--- src/design/touch_qual_pkg.sv ---
// Purpose: shared constants, types and helpers for touch qualification
// Assumes: three sense inputs, 8-bit registers, one polling cycle strobe
// Notes:   field positions and reset values are named here only once
package touch_qual_pkg;

	localparam int          NUM_INPUTS       = 3;
	localparam int          DELTA_W          = 8;
	localparam int          THRESH_W         = 7;

	// register offsets
	localparam logic [7:0]  OFS_TOUCH_BLOCK  = 8'h2a;
	localparam logic [7:0]  OFS_PATTERN_CFG  = 8'h2b;
	localparam logic [7:0]  OFS_PATTERN_SEL  = 8'h2d;

	// reset values
	localparam logic [7:0]  RST_TOUCH_BLOCK  = 8'h80;
	localparam logic [7:0]  RST_PATTERN_CFG  = 8'h00;
	localparam logic [7:0]  RST_PATTERN_SEL  = 8'h07;

	// writable bits, reserved bits read as zero
	localparam logic [7:0]  MSK_TOUCH_BLOCK  = 8'h8c;
	localparam logic [7:0]  MSK_PATTERN_CFG  = 8'h8f;
	localparam logic [7:0]  MSK_PATTERN_SEL  = 8'h07;

	// field positions
	localparam int          BIT_BLOCK_EN     = 7;
	localparam int          POS_LIMIT        = 2;
	localparam int          BIT_PATTERN_EN   = 7;
	localparam int          POS_PTH_SEL      = 2;
	localparam int          BIT_COMPARE_MODE = 1;
	localparam int          BIT_ALERT_EN     = 0;

	// pattern threshold in eighths of the reference: 12.5/25/37.5/100 %
	localparam logic [3:0]  PTH_EIGHTHS_0    = 4'h1;
	localparam logic [3:0]  PTH_EIGHTHS_1    = 4'h2;
	localparam logic [3:0]  PTH_EIGHTHS_2    = 4'h3;
	localparam logic [3:0]  PTH_EIGHTHS_3    = 4'h8;

	// per-input results of one polling cycle
	typedef struct packed {
		logic [NUM_INPUTS-1:0][DELTA_W-1:0]  delta;
		logic [NUM_INPUTS-1:0][THRESH_W-1:0] touch_th;
		logic [THRESH_W-1:0]                 standby_th;
		logic [NUM_INPUTS-1:0]               noise;
		logic                                standby;
	} sense_in_type;

	// register port request
	typedef struct packed {
		logic [7:0] addr;
		logic       wr;
		logic [7:0] wdata;
	} reg_req_type;

	// number of set bits among the three inputs
	function automatic logic [1:0] count3(input logic [2:0] v);
		count3 = {1'b0, v[0]} + {1'b0, v[1]} + {1'b0, v[2]};
	endfunction : count3

	// simultaneous-touch limit decode: 00->1, 01->2, 1x->3
	function automatic logic [1:0] limit_decode(input logic [1:0] f);
		limit_decode = (f == 2'b00) ? 2'd1 : ((f == 2'b01) ? 2'd2 : 2'd3);
	endfunction : limit_decode

endpackage : touch_qual_pkg

--- src/design/touch_qual.sv ---
// Purpose: touch blocking and multiple-touch pattern detection
// Assumes: cycle_done_i pulses once when all inputs hold averaged deltas
// Notes:   all inputs come from logic on clk_i, so none are synchronised
`timescale 1ns/100ps
`default_nettype none

// Operation
// - block enable clear: every detected touch is reported unblocked
// - block enable set (reset): flag up to limit, hold until release
// - after a release, refill accepted touches in order input 1 to 3
// - touches beyond the limit set the touch overflow flag
// - limit field bits 3:2 decode 00=1, 01=2, 10=3, 11=3
// - blocking compares deltas against the full touch or standby threshold
// - pattern threshold is 12.5, 25, 37.5 or 100 percent of reference
// - reference is the touch threshold, or standby threshold in standby
// - compare mode 1: all selected inputs hit or noisy sets the event
// - compare mode 0: hit count at least number of select bits
// - pattern condition uses the results of one polling cycle only
// - a pattern event blocks every touch and raises an alert indication
// - inputs stay blocked while the condition persists, then recover
// - event flag clears only on host clear after condition is gone
// - pattern detection runs only while bit 7 enable is set
// - alert enable bit 0 gates the alert pin, flag is set anyway
// - select bits 2:0 map inputs 3..1, reset value 07h
module touch_qual
(
	input  wire logic                          clk_i,
	input  wire logic                          rst_i,
	input  wire touch_qual_pkg::reg_req_type   reg_req_i,
	output logic [7:0]                         reg_rdata_o,
	input  wire touch_qual_pkg::sense_in_type  sense_i,
	input  wire logic                          cycle_done_i,
	input  wire logic                          event_clear_i,
	output logic [2:0]                         touch_status_o,
	output logic                               touch_overflow_flag_o,
	output logic                               pattern_event_flag_o,
	output logic                               alert_n_o
);
	import touch_qual_pkg::*;

	typedef struct packed {
		logic [7:0] touch_block_config;
		logic [7:0] pattern_detect_config;
		logic [7:0] pattern_select;
		logic [2:0] accepted;
		logic       touch_overflow_flag;
		logic       condition;
		logic       pattern_event_flag;
		logic       alert_n;
		logic [7:0] rdata;
	} state_type;

	state_type s_q;
	state_type s_d;

	// decoded control fields
	logic       many_touch_block_enable;
	logic [1:0] simul_touch_limit;
	logic       pattern_detect_enable;
	logic [1:0] pattern_threshold_select;
	logic       pattern_compare_mode;
	logic       pattern_alert_enable;
	logic [2:0] pattern_sel;

	assign many_touch_block_enable  = s_q.touch_block_config[BIT_BLOCK_EN];
	assign simul_touch_limit        =
		limit_decode(s_q.touch_block_config[POS_LIMIT +: 2]);
	assign pattern_detect_enable    =
		s_q.pattern_detect_config[BIT_PATTERN_EN];
	assign pattern_threshold_select =
		s_q.pattern_detect_config[POS_PTH_SEL +: 2];
	assign pattern_compare_mode     =
		s_q.pattern_detect_config[BIT_COMPARE_MODE];
	assign pattern_alert_enable     = s_q.pattern_detect_config[BIT_ALERT_EN];
	assign pattern_sel              = s_q.pattern_select[2:0];

	// per-input compare against full and reduced thresholds
	logic [3:0]  pth_eighths;
	logic [2:0]  raw_touch;
	logic [2:0]  pattern_hit;

	always_comb
	begin
		case (pattern_threshold_select)
			2'b00:   pth_eighths = PTH_EIGHTHS_0;
			2'b01:   pth_eighths = PTH_EIGHTHS_1;
			2'b10:   pth_eighths = PTH_EIGHTHS_2;
			default: pth_eighths = PTH_EIGHTHS_3;
		endcase
	end

	genvar gi;
	generate
		for (gi = 0; gi < NUM_INPUTS; gi++)
		begin : g_in
			logic [THRESH_W-1:0] ref_th;
			logic [10:0]         scaled;
			// standby uses its own reference
			assign ref_th = sense_i.standby ? sense_i.standby_th
				: sense_i.touch_th[gi];
			assign scaled = {4'h0, ref_th} * {7'h00, pth_eighths};
			// full threshold for blocking, scaled one for patterns
			assign raw_touch[gi] =
				sense_i.delta[gi] > {1'b0, ref_th};
			assign pattern_hit[gi] = (sense_i.delta[gi] > scaled[10:3])
				| sense_i.noise[gi];
		end
	endgenerate

	// pattern condition from this cycle's results only
	logic pattern_match;

	always_comb
	begin
		if (pattern_sel == 3'b000)
			pattern_match = 1'b0; // empty pattern never fires
		else if (pattern_compare_mode)
			pattern_match =
				(pattern_hit & pattern_sel) == pattern_sel;
		else
			pattern_match =
				count3(pattern_hit) >= count3(pattern_sel);
	end

	logic cond_now;
	assign cond_now =
		pattern_detect_enable & pattern_match;

	// accepted set: keep held inputs, then fill in input order
	logic [2:0] keep;
	logic [2:0] fill;
	logic [1:0] room;

	// a lowered limit trims held touches too, so the limit always holds
	always_comb
	begin
		keep = s_q.accepted & raw_touch; // released inputs drop out
		fill = 3'b000;
		room = 2'd0;
		for (int i = 0; i < NUM_INPUTS; i++)
		begin
			room = count3(fill);
			if (keep[i] && room < simul_touch_limit)
				fill[i] = 1'b1; // held touches keep their slot
		end
		for (int i = 0; i < NUM_INPUTS; i++)
		begin
			room = count3(fill);
			if (raw_touch[i] && !fill[i] && room < simul_touch_limit)
				fill[i] = 1'b1; // lowest input wins a free slot
		end
	end

	// next-state: registers, decisions, read data
	always_comb
	begin
		s_d = s_q;
		if (reg_req_i.wr)
		begin
			case (reg_req_i.addr)
				OFS_TOUCH_BLOCK:
					s_d.touch_block_config = reg_req_i.wdata & MSK_TOUCH_BLOCK;
				OFS_PATTERN_CFG:
					s_d.pattern_detect_config =
						reg_req_i.wdata & MSK_PATTERN_CFG;
				OFS_PATTERN_SEL:
					s_d.pattern_select = reg_req_i.wdata & MSK_PATTERN_SEL;
				default: ;
			endcase
		end
		case (reg_req_i.addr)
			OFS_TOUCH_BLOCK: s_d.rdata = s_q.touch_block_config;
			OFS_PATTERN_CFG: s_d.rdata = s_q.pattern_detect_config;
			OFS_PATTERN_SEL: s_d.rdata = s_q.pattern_select;
			default:         s_d.rdata = 8'h00;
		endcase
		// host clear honoured only once the condition has gone
		if (event_clear_i && !s_q.condition)
			s_d.pattern_event_flag = 1'b0;
		if (cycle_done_i)
		begin
			s_d.condition = cond_now;
			if (cond_now)
			begin
				s_d.accepted            = 3'b000;
				s_d.touch_overflow_flag = 1'b0;
				s_d.pattern_event_flag  = 1'b1; // set beats clear
			end
			else if (!many_touch_block_enable)
			begin
				s_d.accepted            = raw_touch;
				s_d.touch_overflow_flag = 1'b0;
			end
			else
			begin
				s_d.accepted            = fill;
				s_d.touch_overflow_flag =
					(raw_touch & ~fill) != 3'b000;
			end
		end
		// alert pin follows the flag only when enabled; the next enable is
		// used so a write that drops the enable also releases the pin
		s_d.alert_n = ~(s_d.pattern_event_flag
			& s_d.pattern_detect_config[BIT_ALERT_EN]);
	end

	// reset image, built once so the register gets one assignment per edge
	localparam state_type S_RESET = '{
		touch_block_config:    RST_TOUCH_BLOCK,
		pattern_detect_config: RST_PATTERN_CFG,
		pattern_select:        RST_PATTERN_SEL,
		alert_n:               1'b1,
		default:               '0
	};

	// single state register
	always_ff @(posedge clk_i)
	begin
		if (rst_i)
			s_q <= S_RESET;
		else
			s_q <= s_d;
	end

	assign reg_rdata_o           = s_q.rdata;
	assign touch_status_o        = s_q.accepted;
	assign touch_overflow_flag_o = s_q.touch_overflow_flag;
	assign pattern_event_flag_o  = s_q.pattern_event_flag;
	assign alert_n_o             = s_q.alert_n;

	// checks on the decisions; reset gates all but the reset-value check
	a_block_off_pass: assert property (
		@(posedge clk_i) disable iff (rst_i)
		cycle_done_i && !many_touch_block_enable && !cond_now
		|=> touch_status_o == $past(raw_touch))
		else $error("touches not passed through with blocking off");

	a_limit_held: assert property (
		@(posedge clk_i) disable iff (rst_i)
		cycle_done_i && many_touch_block_enable
		|=> count3(touch_status_o) <= $past(simul_touch_limit))
		else $error("more touches flagged than the limit");

	a_accept_keep: assert property (
		@(posedge clk_i) disable iff (rst_i)
		cycle_done_i && many_touch_block_enable && !cond_now
		&& count3(keep) <= simul_touch_limit
		|=> (touch_status_o & $past(keep)) == $past(keep))
		else $error("held touch dropped while still touched");

	a_order_fill: assert property (
		@(posedge clk_i) disable iff (rst_i)
		cycle_done_i && many_touch_block_enable && !cond_now
		&& s_q.accepted == 3'b000 && raw_touch == 3'b111
		&& simul_touch_limit == 2'd1
		|=> touch_status_o == 3'b001)
		else $error("free slot not given to the lowest input");

	a_overflow_set: assert property (
		@(posedge clk_i) disable iff (rst_i)
		cycle_done_i && many_touch_block_enable && !cond_now
		&& count3(raw_touch) > simul_touch_limit
		|=> touch_overflow_flag_o)
		else $error("overflow flag missed");

	a_no_overflow: assert property (
		@(posedge clk_i) disable iff (rst_i)
		cycle_done_i && many_touch_block_enable && !cond_now
		&& count3(raw_touch) <= simul_touch_limit
		|=> !touch_overflow_flag_o)
		else $error("overflow flag set with touches inside the limit");

	a_full_thresh: assert property (
		@(posedge clk_i) disable iff (rst_i)
		cycle_done_i |=> (touch_status_o & ~$past(raw_touch)) == 3'b000)
		else $error("touch flagged below the full threshold");

	a_mode_match: assert property (
		@(posedge clk_i) disable iff (rst_i)
		cycle_done_i && pattern_detect_enable && pattern_compare_mode
		&& pattern_sel != 3'b000 && (pattern_hit & pattern_sel) == pattern_sel
		|=> pattern_event_flag_o)
		else $error("matching pattern not flagged");

	a_mode_count: assert property (
		@(posedge clk_i) disable iff (rst_i)
		cycle_done_i && pattern_detect_enable && !pattern_compare_mode
		&& pattern_sel != 3'b000
		&& count3(pattern_hit) >= count3(pattern_sel)
		|=> pattern_event_flag_o)
		else $error("enough pattern hits not flagged");

	a_pattern_block: assert property (
		@(posedge clk_i) disable iff (rst_i)
		cycle_done_i && cond_now
		|=> touch_status_o == 3'b000 && pattern_event_flag_o)
		else $error("pattern event did not block and flag");

	a_touch_recover: assert property (
		@(posedge clk_i) disable iff (rst_i)
		cycle_done_i && s_q.condition && !cond_now && raw_touch != 3'b000
		|=> touch_status_o != 3'b000)
		else $error("touch detection not restored after pattern");

	a_event_hold: assert property (
		@(posedge clk_i) disable iff (rst_i)
		pattern_event_flag_o && s_q.condition && !cycle_done_i
		|=> pattern_event_flag_o)
		else $error("event flag cleared while condition present");

	a_clear_works: assert property (
		@(posedge clk_i) disable iff (rst_i)
		event_clear_i && !s_q.condition && !cycle_done_i
		|=> !pattern_event_flag_o)
		else $error("host clear ignored after condition gone");

	a_detect_off: assert property (
		@(posedge clk_i) disable iff (rst_i)
		cycle_done_i && !pattern_detect_enable |=> !s_q.condition)
		else $error("pattern detected while disabled");

	a_alert_gate: assert property (
		@(posedge clk_i) disable iff (rst_i)
		!alert_n_o |-> pattern_event_flag_o && pattern_alert_enable)
		else $error("alert asserted without flag or enable");

	a_alert_follow: assert property (
		@(posedge clk_i) disable iff (rst_i)
		alert_n_o == !(pattern_event_flag_o && pattern_alert_enable))
		else $error("alert pin does not follow flag and enable");

	a_reset_sel: assert property (
		@(posedge clk_i)
		$fell(rst_i) |-> s_q.pattern_select == RST_PATTERN_SEL
		&& s_q.touch_block_config == RST_TOUCH_BLOCK)
		else $error("register reset value wrong");

	a_hold_between: assert property (
		@(posedge clk_i) disable iff (rst_i)
		!cycle_done_i |=> $stable(touch_status_o)
		&& $stable(touch_overflow_flag_o))
		else $error("decision changed between polling cycles");

	c_overflow: cover property (@(posedge clk_i) disable iff (rst_i)
		$rose(touch_overflow_flag_o));
	c_event_alert: cover property (@(posedge clk_i) disable iff (rst_i)
		$fell(alert_n_o));
	c_event_cleared: cover property (@(posedge clk_i) disable iff (rst_i)
		$fell(pattern_event_flag_o));
	c_match_event: cover property (@(posedge clk_i) disable iff (rst_i)
		cycle_done_i && cond_now && pattern_compare_mode);
	c_clear_refused: cover property (@(posedge clk_i) disable iff (rst_i)
		event_clear_i && s_q.condition);

endmodule : touch_qual

`default_nettype wire

--- config.mk ---
export PLATFORM = sky130hd
export DESIGN_NAME = touch_qual
export DESIGN_NICKNAME = d
export VERILOG_FILES = /design/src/design/touch_qual_pkg.sv /design/src/design/touch_qual.sv
export SDC_FILE = /design/constraint.sdc
export NUM_CORES = 1
export LEC_CHECK = 0
export BUFFER_PORTS_ARGS = -buffer_cell sky130_fd_sc_hd__buf_2
export CORE_MARGIN = 2
export CORE_UTILIZATION = 30
export CTS_BUF_LIST = sky130_fd_sc_hd__clkbuf_8
export CTS_CLUSTER_DIAMETER = 60
export DETAILED_ROUTE_END_ITERATION = 7
export GPL_ROUTABILITY_DRIVEN = 0
export GPL_TIMING_DRIVEN = 0
export SYNTH_ARGS = -nofsm -noshare
export SYNTH_HDL_FRONTEND = slang
export SYNTH_SLANG_ARGS = --single-unit
--- constraint.sdc ---
create_clock -name clk_i -period 9.2 [get_ports clk_i]
set_input_delay 0.92 -clock clk_i [delete_from_list [all_inputs] [get_ports clk_i]]
set_output_delay 0.92 -clock clk_i [all_outputs]
set_load 0.1 [all_outputs]
==> results.md, run 1 <==
* Status: finished, final reports clean
* Slew margin rel. at 0.534
* Reg power frac at 0.273
* H-tree Lvls at 1
* Vias in the first global route at between 4000 and 5000
* Tot GR Track Use at 0.137
* Final Skew at 2.73 ps
* Layout cells sized above 1 at 0.179
* First-pass GRT wire length at ~19000 µm
* WHS at 473 ps
* Max Fclk at ~120 MHz
* Chip height at between 100 and 150 µm
* DR vias/cell at ~4.8
* Largest net degree at the start of global routing at 13
* Net Sw Frac at 0.423
* Area Growth Syn to Fin at 15.6%
* Synthesis-stage register bit count at 23
* Async S/R FF share, synth at 0
* Library cells used by synthesis at between 60 and 70
* Type of origin of the critical path: primary input
* Worst-Skew Late Latency at ~260 ps
* 1st-pass router iterations at 6
* Footprint of the multi-input gates at 3920 µm²
* Post-DR wirelength/cell at between 10 and 15 µm
* N_diodes at 0
* Max Cap Violations at 0
* Worst Path Required at around 9300 ps
* Die Wd at 130 µm
* Most frequent cells in the layout: 105 x ha_1, 83 x buf_2, 74 x inv_1
* Initial antenna violation count at 1
* Nets@finish at 867
* Clock-pin slew on the worst setup and hold paths at around 70 ps
* Synth warnings at 0
* Total CTS buffers at 3
* Pins Over Slew Limit at 0
* Crit path kind: primary input to register
* Post-CTS setup buffer count at 0
* Worst VDD drop at between 0.0001 and 0.00015 V
* CTS tree: yes
* CP Capture Type: register
* Total grt overflow at 0
* Netlist Area Pre-Place at 4770 µm²
* Resized cells post-CTS at 0
* CTS Root Cell: clkbuf_8
* Hold Vio Cnt, Final at 0
* Sequential cell area at ~460 µm²
* Sum Neg Setup Slack at 0 ps
* Vias at ~4200
* Drc violations at 0
* Core ar. at roughly 16000 µm²
* Final wirelength at 11500 µm
* CP arrival at 8490 ps
* I/O pins at 91
* Hold-fix buffers, CTS at 0
* Mean Syn Cell Area at about 8.2 µm²
* Combinational share of power at 0.574
* Detailed Place HPWL at approximately 10000 µm
* Min Tclk post-route at about 8400 ps
* Critical path peak fanout at 10
* Die area at 16900 µm²
* Core Rows at 46
* Slowest stage cell, crit path: mux2i_1
* Buffers on Ports at a little over 80
* Crit path top cell by count: ha_1
* Worst slew pin tran at between 600 and 700 ps
* Clk pwr share at 0.153
* Pre-CTS setup slack at ~280 ps
* Hold Path Class: register to register
* Reg2reg setup slack at 1790 ps
* Synth Flop Type: dfxtp_1
* Period utilization at 0.910
* Sequential fraction of the synthesis area at 0.0965
* Initial Util at 0.304
* Most common cell after layout, fill and taps aside: ha_1
* Routed Antenna Nets at 0
* Final setup viols at 0
* Switching power at between 0.00015 and 0.0002 W
* DRT iter0 DRCs at 226
* Leak at approximately 2.9 nW
* CTS Buffer Depth at 2
* RSZ-0062 raised after global routing: false
* Number of flops mapped to enable cells by yosys at 0
* Clk sink count at 23
* Crit path largest cell delay at roughly 530 ps
* Final worst setup slack at a little over 800 ps
* Filler cells at roughly 1700
* Cells after Synth at 582
* PwrDens at between 70 and 80 nW/µm²
* Int Pwr at ~0.00022 W
sequential cells by signal, summed over array words and instances, names as in the netlist, 2 cells and up:
| signal | count |
|---|---|
| reg_rdata_o | 5 |
| pattern_sel | 3 |
| s_q | 3 |
| touch_status_o | 3 |
| pattern_threshold_select | 2 |
metal layers:
| metal | vias to the layer above | part of all wire | GRT usage |
|---|---|---|---|
| met1 | 1932 | 0.53 | 0.200 |
| met2 | 77 | 0.43 | 0.226 |
| met3 | 4 | 0.040 | 0.0185 |
| li1 | 2206 | - | - |
| met5 | - | 0.00095 | 0 |
| met4 | 2 | 0.00069 | 0.00569 |
through the flow:
step / utilization / std cells / power, W / area (µm²)
2_1_floorplan: - / 584 / 0.000273 / 4780
3_3_place_gp: 0.347 / 882 / 0.000329 / 5460
3_5_place_dp: 0.347 / 882 / 0.000330 / 5460
4_1_cts: 0.350 / 886 / 0.000391 / 5500
5_1_grt: 0.351 / 886 / 0.000422 / 5510
6_report: 0.351 / 886 / 0.000389 / 5510
cells in the mapped netlist, types with 7 or more instances:
master,instances,area [µm²]
dfxtp_1,23,460
inv_1,73,274
a21o_1,12,90.1
a211o_1,9,78.8
o21ai_0,18,90.1
nor3_1,9,45.0
nand2b_1,21,131
and2_1,10,62.6
ha_1,105,1310
o21ai_1,9,45.0
nor2_1,36,135
fa_1,14,280
a21oi_1,25,125
mux2i_1,25,250
xnor2_1,7,61.3
clkbuf_1,8,30.0
nand3_1,13,65.1
nand2_1,16,60.1
buf_4,11,82.6
nor2b_1,44,275
area by class of cell:
type	instances	share of cell area
Inverter	73	0.0497
Clock buffer	3	0.00749
Sequential cell	23	0.0835
Timing Repair Buffer	82	0.0744
Tap cell	216	0.0490
Multi-Input combinational cell	466	0.711
Buffer	22	0.0243
Clock inverter	1	0.000681
worst max-delay path, delay by kind of cell:
kind | cells | cell delay (ps)
compound gates | 12 | 2310
xor+xnor | 1 | 130
simple gates | 13 | 1960
buf+inv | 3 | 580
fa+ha+maj | 8 | 2040
mux | 1 | 530
power groups by stage:
stage	registers [W]	logic, W	clock network (W)
after global routing	0.000107	0.000249	0.0000665
after floorplan	0.000117	0.000156	0
after detailed placement	0.000108	0.000221	0
after global placement	0.000109	0.000220	0
final	0.000106	0.000223	0.0000594
after CTS	0.000106	0.000223	0.0000621
cells by family (layout without fill, tap and decap cells):
kind of cell	after synthesis	after routing	synth area share
flops	23	23	0.0965
mux	32	32	0.0706
fa+ha+maj	119	119	0.334
compound gates	114	114	0.170
buf+inv	95	181	0.0855
other cells	1	3	0.000786
simple gates	186	186	0.220
xor+xnor	12	12	0.0220
final timing paths:
check,start,endpoint,cells past startpoint
worst min-delay path,s_q[10],s_q[10],2
worst max register to register,pattern_threshold_select[1],alert_n_o,29
worst max-delay path,sense_i[0],touch_overflow_flag_o,38
worst min register to register,s_q[10],s_q[10],2
(Power assumes the default switching activity.)
==> run 2: changes to the inputs <==
--- a/config.mk
+++ b/config.mk
@@ -5,6 +5,7 @@
 export SDC_FILE = /design/constraint.sdc
 export NUM_CORES = 1
 export LEC_CHECK = 0
+export ABC_AREA = 1
 export BUFFER_PORTS_ARGS = -buffer_cell sky130_fd_sc_hd__buf_2
 export CORE_MARGIN = 2
 export CORE_UTILIZATION = 30
@@ -13,6 +14,7 @@
 export DETAILED_ROUTE_END_ITERATION = 7
 export GPL_ROUTABILITY_DRIVEN = 0
 export GPL_TIMING_DRIVEN = 0
+export MAX_ROUTING_LAYER = met4
 export SYNTH_ARGS = -nofsm -noshare
 export SYNTH_HDL_FRONTEND = slang
 export SYNTH_SLANG_ARGS = --single-unit
==> run 2 against run 1 <==
Critical path type unchanged. Sequential power up 6%. Clock power up 3.4%. Core utilization up 0.50 points. Final cell count up 13%. Critical path depth up 9. Routed wire length down 3.0%. Combinational power up 37%.
==> results.md, run 2 <==
* Post-synthesis xor/xnor area fraction at 0.0352
* Critical path peak fanout at 10
* Total CTS buffers at 3
* DP Area at 5410 µm²
* Synth warnings at 0
* Hold Vio Cnt, Final at 0
* Filler cells at between 1500 and 2000
* Most common cell in the synthesized netlist: inv_1
* Type of origin of the critical path: primary input
* Netlist Area Pre-Place at about 4700 µm²
* Pins Over Slew Limit at 0
* Post-synthesis compound-gate area fraction at 0.142
* Layout cells sized above 1 at 0.168
* Hold-fix buffers, CTS at 0
* Core Rows at 45
* Crit path largest cell delay at 510 ps
* Library cells used by synthesis at 46
* Most frequent cells in the layout: 149 x inv_1, 136 x nand2_1, 105 x ha_1
* Pre-CTS setup slack at ~2000 ps
* Core ar. at ~15000 µm²
* Final setup viols at 0
* Sequential fraction of the synthesis area at 0.0975
* H-tree Lvls at 1
* Nets@finish at 985
* Synthesis-stage register bit count at 23
* Synth top area share at 0.278
* CP Capture Type: register
* N_diodes at 0
* CTS Root Cell: clkbuf_8
* Drc violations at 0
* Vias in the first global route at roughly 4300
* Final worst setup slack at ~2400 ps
* Clock-pin slew on the worst setup and hold paths at approximately 80 ps
* Async S/R FF share, synth at 0
* Final wirelength at about 11000 µm
* Worst Path Required at about 9300 ps
* Number of flops mapped to enable cells by yosys at 0
* Top cell family by delay on the critical path: simple AND/OR/NAND/NOR gates
* Period utilization at 0.744
* Tot GR Track Use at 0.142
* Simple-Gate Fraction of Synth Area at 0.234
* First-pass GRT wire length at approximately 19000 µm
* Post-CTS setup buffer count at 0
* CTS Buffer Depth at 2
* Resized cells post-CTS at 0
* Crit path kind: primary input to register
* Initial Util at 0.308
* Cells after Synth at 700
* CTS tree: yes
* Most common cell after layout, fill and taps aside: inv_1
* Vias at roughly 4400
* Hold Path Class: register to register
* DR vias/cell at about 4.4
* Slew margin rel. at 0.596
* DRT iter0 DRCs at 182
* Status: finished, final reports clean
* Crit path top cell by count: nand2_1
* Total Power at between 0.0004 and 0.0005 W
* Worst-Skew Late Latency at approximately 260 ps
* Chip height at ~130 µm
* Worst slew pin tran at approximately 600 ps
* Mux cell area share after synthesis at 0
* Final Skew at about 4.5 ps
* Post-DR wirelength/cell at 11.2 µm
* Synth cell count leaders: 148 x inv_1, 136 x nand2_1, 105 x ha_1
* Clk sink count at 23
* CP arrival at between 6000 and 7000 ps
* Sum Neg Setup Slack at 0 ps
* Detailed Place HPWL at between 9000 and 10000 µm
* Max Cap Violations at 0
* Most area-consuming cells after synthesis: ha_1 28%, inv_1 12%, nand2_1 11%
* I/O pins at between 90 and 100
* Mean Syn Cell Area at ~6.7 µm²
* Largest family of logic cells by synthesized area: adder cells
* Final instance area at between 5000 and 6000 µm²
* Adder-cell share of the synthesized area at 0.337
* PwrDens at around 90 nW/µm²
* Area Growth Syn to Fin at 15.4%
* 1st-pass router iterations at 4
* Largest net degree at the start of global routing at 13
* Dominant cell type by area after synthesis: ha_1
* Buffers on Ports at 82
* Worst VDD drop at about 0.000062 V
* Die area at ~17000 µm²
* Buf/Inv on CP at 9
* Slowest stage cell, crit path: a21oi_1
* Die Wd at 129 µm
* Max reg flops at 5
* Max Fclk at 146 MHz
* RSZ-0062 raised after global routing: false
* Total grt overflow at 0
* Initial antenna violation count at 0
* Min Tclk post-route at between 6000 and 7000 ps
* Routed Antenna Nets at 0
* Leak at approximately 3.1 nW
* Synth Flop Type: dfxtp_1
-- run 2: cell types whose count changed in the layout (fill, tap and decap cells not counted), sizes merged, moves of 10 or more --
cell	previous run	this run
nand2	16	140
nor2	37	65
nand2b	21	0
a21oi	25	72
and2	10	0
inv	74	153
mux2i	28	0
nor2b	44	0
-- run 2: path summary, 6_finish.rpt --
| check | startpoint | cells after the start | endpoint | slack [ps] |
|---|---|---|---|---|
| setup / recovery | sense_i[0] | 47 | touch_overflow_flag_o | 2350 |
| hold / removal | touch_overflow_flag_o | 2 | touch_overflow_flag_o | 470 |
| setup reg to reg | pattern_threshold_select[1] | 34 | touch_overflow_flag_o | 2950 |
| hold reg to reg | touch_overflow_flag_o | 2 | touch_overflow_flag_o | 470 |
-- run 2: layout make-up --
class,count,area (µm²),area share
buffer,20,140,0.0257
multi-input combinational,505,3550,0.651
sequential,23,460,0.0845
timing repair buffer,82,410,0.0753
clock inverter,1,3.75,0.000689
tap,211,264,0.0484
clock buffer,3,41.3,0.00757
inverter,154,584,0.107
-- run 2: stage by stage --
stage | cells | utilization | hold WS, ps
3_5_place_dp | 995 | 0.353 | 458
6_report | 999 | 0.356 | 469
3_3_place_gp | 995 | 0.353 | 456
5_1_grt | 999 | 0.356 | 494
4_1_cts | 999 | 0.356 | 471
2_1_floorplan | 702 | - | 439
-- run 2: cell families (layout without fill, tap and decap cells) --
group / after synthesis / count (layout)
adder cells (fa/ha/maj): 119 / 119
other: 1 / 3
buffers and inverters: 174 / 260
XOR/XNOR: 19 / 19
flip-flops: 23 / 23
AO/OA/AOI/OAI: 112 / 112
AND/OR/NAND/NOR: 252 / 252
-- run 2: worst min-delay path, delay by kind of cell (launching register included) --
kind | cells | cell delay (ps)
AND/OR/NAND/NOR | 1 | 60
flip-flops | 1 | 310
AO/OA/AOI/OAI | 1 | 50
-- run 2: layer usage --
layer  share of wire  vias up  GRT usage
met5               0        -          -
met1            0.48     1921      0.179
met2            0.49       32      0.257
li1                -     2401          -
met3           0.016        6     0.0103
met4          0.0061        0     0.0108
-- run 2: power breakdown --
group	switching [W]	internal (W)	leakage [nW]
logic	0.000198	0.000107	2.91
registers	0.00000579	0.000106	0.186
clock network	0.0000316	0.0000298	0.0269
==> run 3: changes to the inputs <==
==> constraint.sdc (replaced) <==
create_clock -name clk_i -period 5.8 [get_ports clk_i]
set_input_delay 0.58 -clock clk_i [delete_from_list [all_inputs] [get_ports clk_i]]
set_output_delay 0.58 -clock clk_i [all_outputs]
set_load 0.1 [all_outputs]
==> run 3 against run 2 <==
Clock skew fell by 2.3 ps. Sequential power rose by 59%. Via count up 13%. Final cell count is 8.3% higher. Core utilization increased by 7.9 points. Sequential share of layout area is 1.5 points lower. Hold slack worse by 2.0 ps. Cell area is 22% higher. Clock power up 60%. Flip-flop and latch count is the same. Die area unchanged. Critical path type unchanged. Largest power group unchanged.
==> results.md, run 3 (synthesized netlist as in run 2, its figures left out) <==
* Clk sink count at 23
* Initial antenna violation count at 0
* DP Area at 5410 µm²
* DR vias/cell at around 4.6
* Total grt overflow at 0
* Worst-Skew Late Latency at around 260 ps
* Crit Reg-Reg Startpoint: pattern_threshold_select[1]
* Critical path peak fanout at 8
* Period utilization at 0.984
* Largest net degree at the start of global routing at 13
* Pins Over Slew Limit at 0
* Final setup viols at 0
* 1st-pass router iterations at 4
* PwrDens at approximately 190 nW/µm²
* Worst VDD drop at 0.000115 V
* Hold Path Class: register to register
* Pre-CTS setup slack at -1100 ps
* WHS at roughly 470 ps
* Chip height at 129 µm
* Area Growth Syn to Fin at 41.1%
* Termination of the worst setup path: touch_overflow_flag_o
* Drc violations at 0
* Crit path kind: primary input to register
* Post-DR wirelength/cell at approximately 12 µm
* Final Skew at ~2.2 ps
* Hold Vio Cnt, Final at 0
* Max Cap Violations at 0
* Detailed Place HPWL at around 10000 µm
* DRT iter0 DRCs at about 250
* Most common cell after layout, fill and taps aside: inv_1
* Crit path largest cell delay at about 260 ps
* Type of origin of the critical path: primary input
* Max reg flops at 5
* Buffers on Ports at between 80 and 90
* H-tree Lvls at 1
* Buf/Inv on CP at 15
* Core Rows at 45
* Nets@finish at 1068
* First-pass GRT wire length at between 20000 and 25000 µm
* Most frequent cells in the layout: 140 x inv_1, 124 x nand2_1, 91 x buf_4
* Final wirelength at 13500 µm
* Die Wd at 129 µm
* Tot GR Track Use at 0.160
* Layout cells sized above 1 at 0.352
* Clock-pin slew on the worst setup and hold paths at ~80 ps
* Reg2reg end: touch_status_o[0]
* CTS Root Cell: clkbuf_8
* Slowest stage cell, crit path: a21oi_4
* Routed Antenna Nets at 0
* CP Launch Point: sense_i[0]
* Top cell family by delay on the critical path: simple AND/OR/NAND/NOR gates
* Core ar. at 15300 µm²
* Worst r2r path cells at 34
* RSZ-0062 raised after global routing: true
* CTS Buffer Depth at 2
* Min Tclk post-route at between 5000 and 6000 ps
* Sum Neg Setup Slack at 0 ps
* Crit path top cell by count: nand2_1
* Status: finished, final reports clean
* Max Fclk at ~180 MHz
* CP arrival at just under 6000 ps
* Initial Util at 0.308
* Slew margin rel. at 0.480
* Worst Path Required at 5940 ps
* I/O pins at about 90
* Reg2reg setup slack at roughly 230 ps
* CP Depth at 46
* Final instance area at 6670 µm²
* CTS tree: yes
* Vias at between 4000 and 5000
* Total CTS buffers at 3
* Final worst setup slack at approximately 95 ps
* N_diodes at 0
* CP Capture Type: register
* Vias in the first global route at about 4700
* Die area at about 17000 µm²
* Worst slew pin tran at approximately 780 ps
* Leak at about 3.6 nW
[run 3: cell count changes in the layout (fill, tap and decap cells not counted), moves of 5 or more]
cell      delta
buf_4       +80
nor2_1       -8
ha_1        -17
a21oi_4     +10
o21ai_0      -6
ha_4        +16
clkbuf_1     -5
nand2_2     +11
a21oi_2     +14
inv_1        -9
inv_2        +9
a21oi_1     -24
nand2_1     -12
nor2_2       +5
[run 3: worst reg2reg max path: cells and delay by family, from the launching register on]
kind            cells  cell delay [ps]
fa+ha+maj           7             2410
compound gates      8             1180
simple gates       12              990
buf+inv             7              560
flops               1              370
[run 3: routing by layer]
| layer | track usage | wire [µm] | vias up |
|---|---|---|---|
| met5 | - | 0 | - |
| met1 | 0.189 | 5900 | 2267 |
| met2 | 0.299 | 6940 | 83 |
| met4 | 0.0240 | 144 | 0 |
| met3 | 0.0149 | 470 | 16 |
| li1 | - | - | 2562 |
[run 3: how the worst min path moves through the flow]
stage | from | to | depth (start not counted)
2_1_floorplan | pattern_detect_enable | reg_rdata_o[7] | 2
3_3_place_gp | touch_overflow_flag_o | touch_overflow_flag_o | 2
3_5_place_dp | pattern_alert_enable | reg_rdata_o[0] | 2
4_1_cts | s_q[10] | s_q[10] | 2
5_1_grt | pattern_detect_enable | reg_rdata_o[7] | 2
6_report | touch_overflow_flag_o | touch_overflow_flag_o | 2
[run 3: stage by stage]
| stage | power (W) | util | cells |
|---|---|---|---|
| 2_1_floorplan | 0.000563 | - | 702 |
| 3_3_place_gp | 0.000669 | 0.353 | 995 |
| 3_5_place_dp | 0.000678 | 0.353 | 995 |
| 4_1_cts | 0.00111 | 0.400 | 1062 |
| 5_1_grt | 0.00137 | 0.435 | 1082 |
| 6_report | 0.00127 | 0.435 | 1082 |
[run 3: repair_timing]
action                     CTS  global route
setup endpoints to repair    7             7
setup buffers               64            23
pin swaps                   24            70
hold buffers                 0             0
gates resized for setup     54            90
[run 3: layout make-up]
| type | count | area [µm²] |
|---|---|---|
| buffer | 19 | 174 |
| multi-input combinational | 505 | 4060 |
| tap | 211 | 264 |
| timing repair buffer | 166 | 1060 |
| inverter | 154 | 597 |
| clock inverter | 1 | 3.75 |
| clock buffer | 3 | 41.3 |
| fill | 1571 | 8650 |
| sequential | 23 | 464 |
[run 3: power by group]
| part | switching (W) | internal (W) | leakage (nW) |
|---|---|---|---|
| Combinational | 0.000495 | 0.000501 | 3.39 |
| Sequential | 0.00000930 | 0.000168 | 0.187 |
| Clock | 0.0000511 | 0.0000473 | 0.0269 |
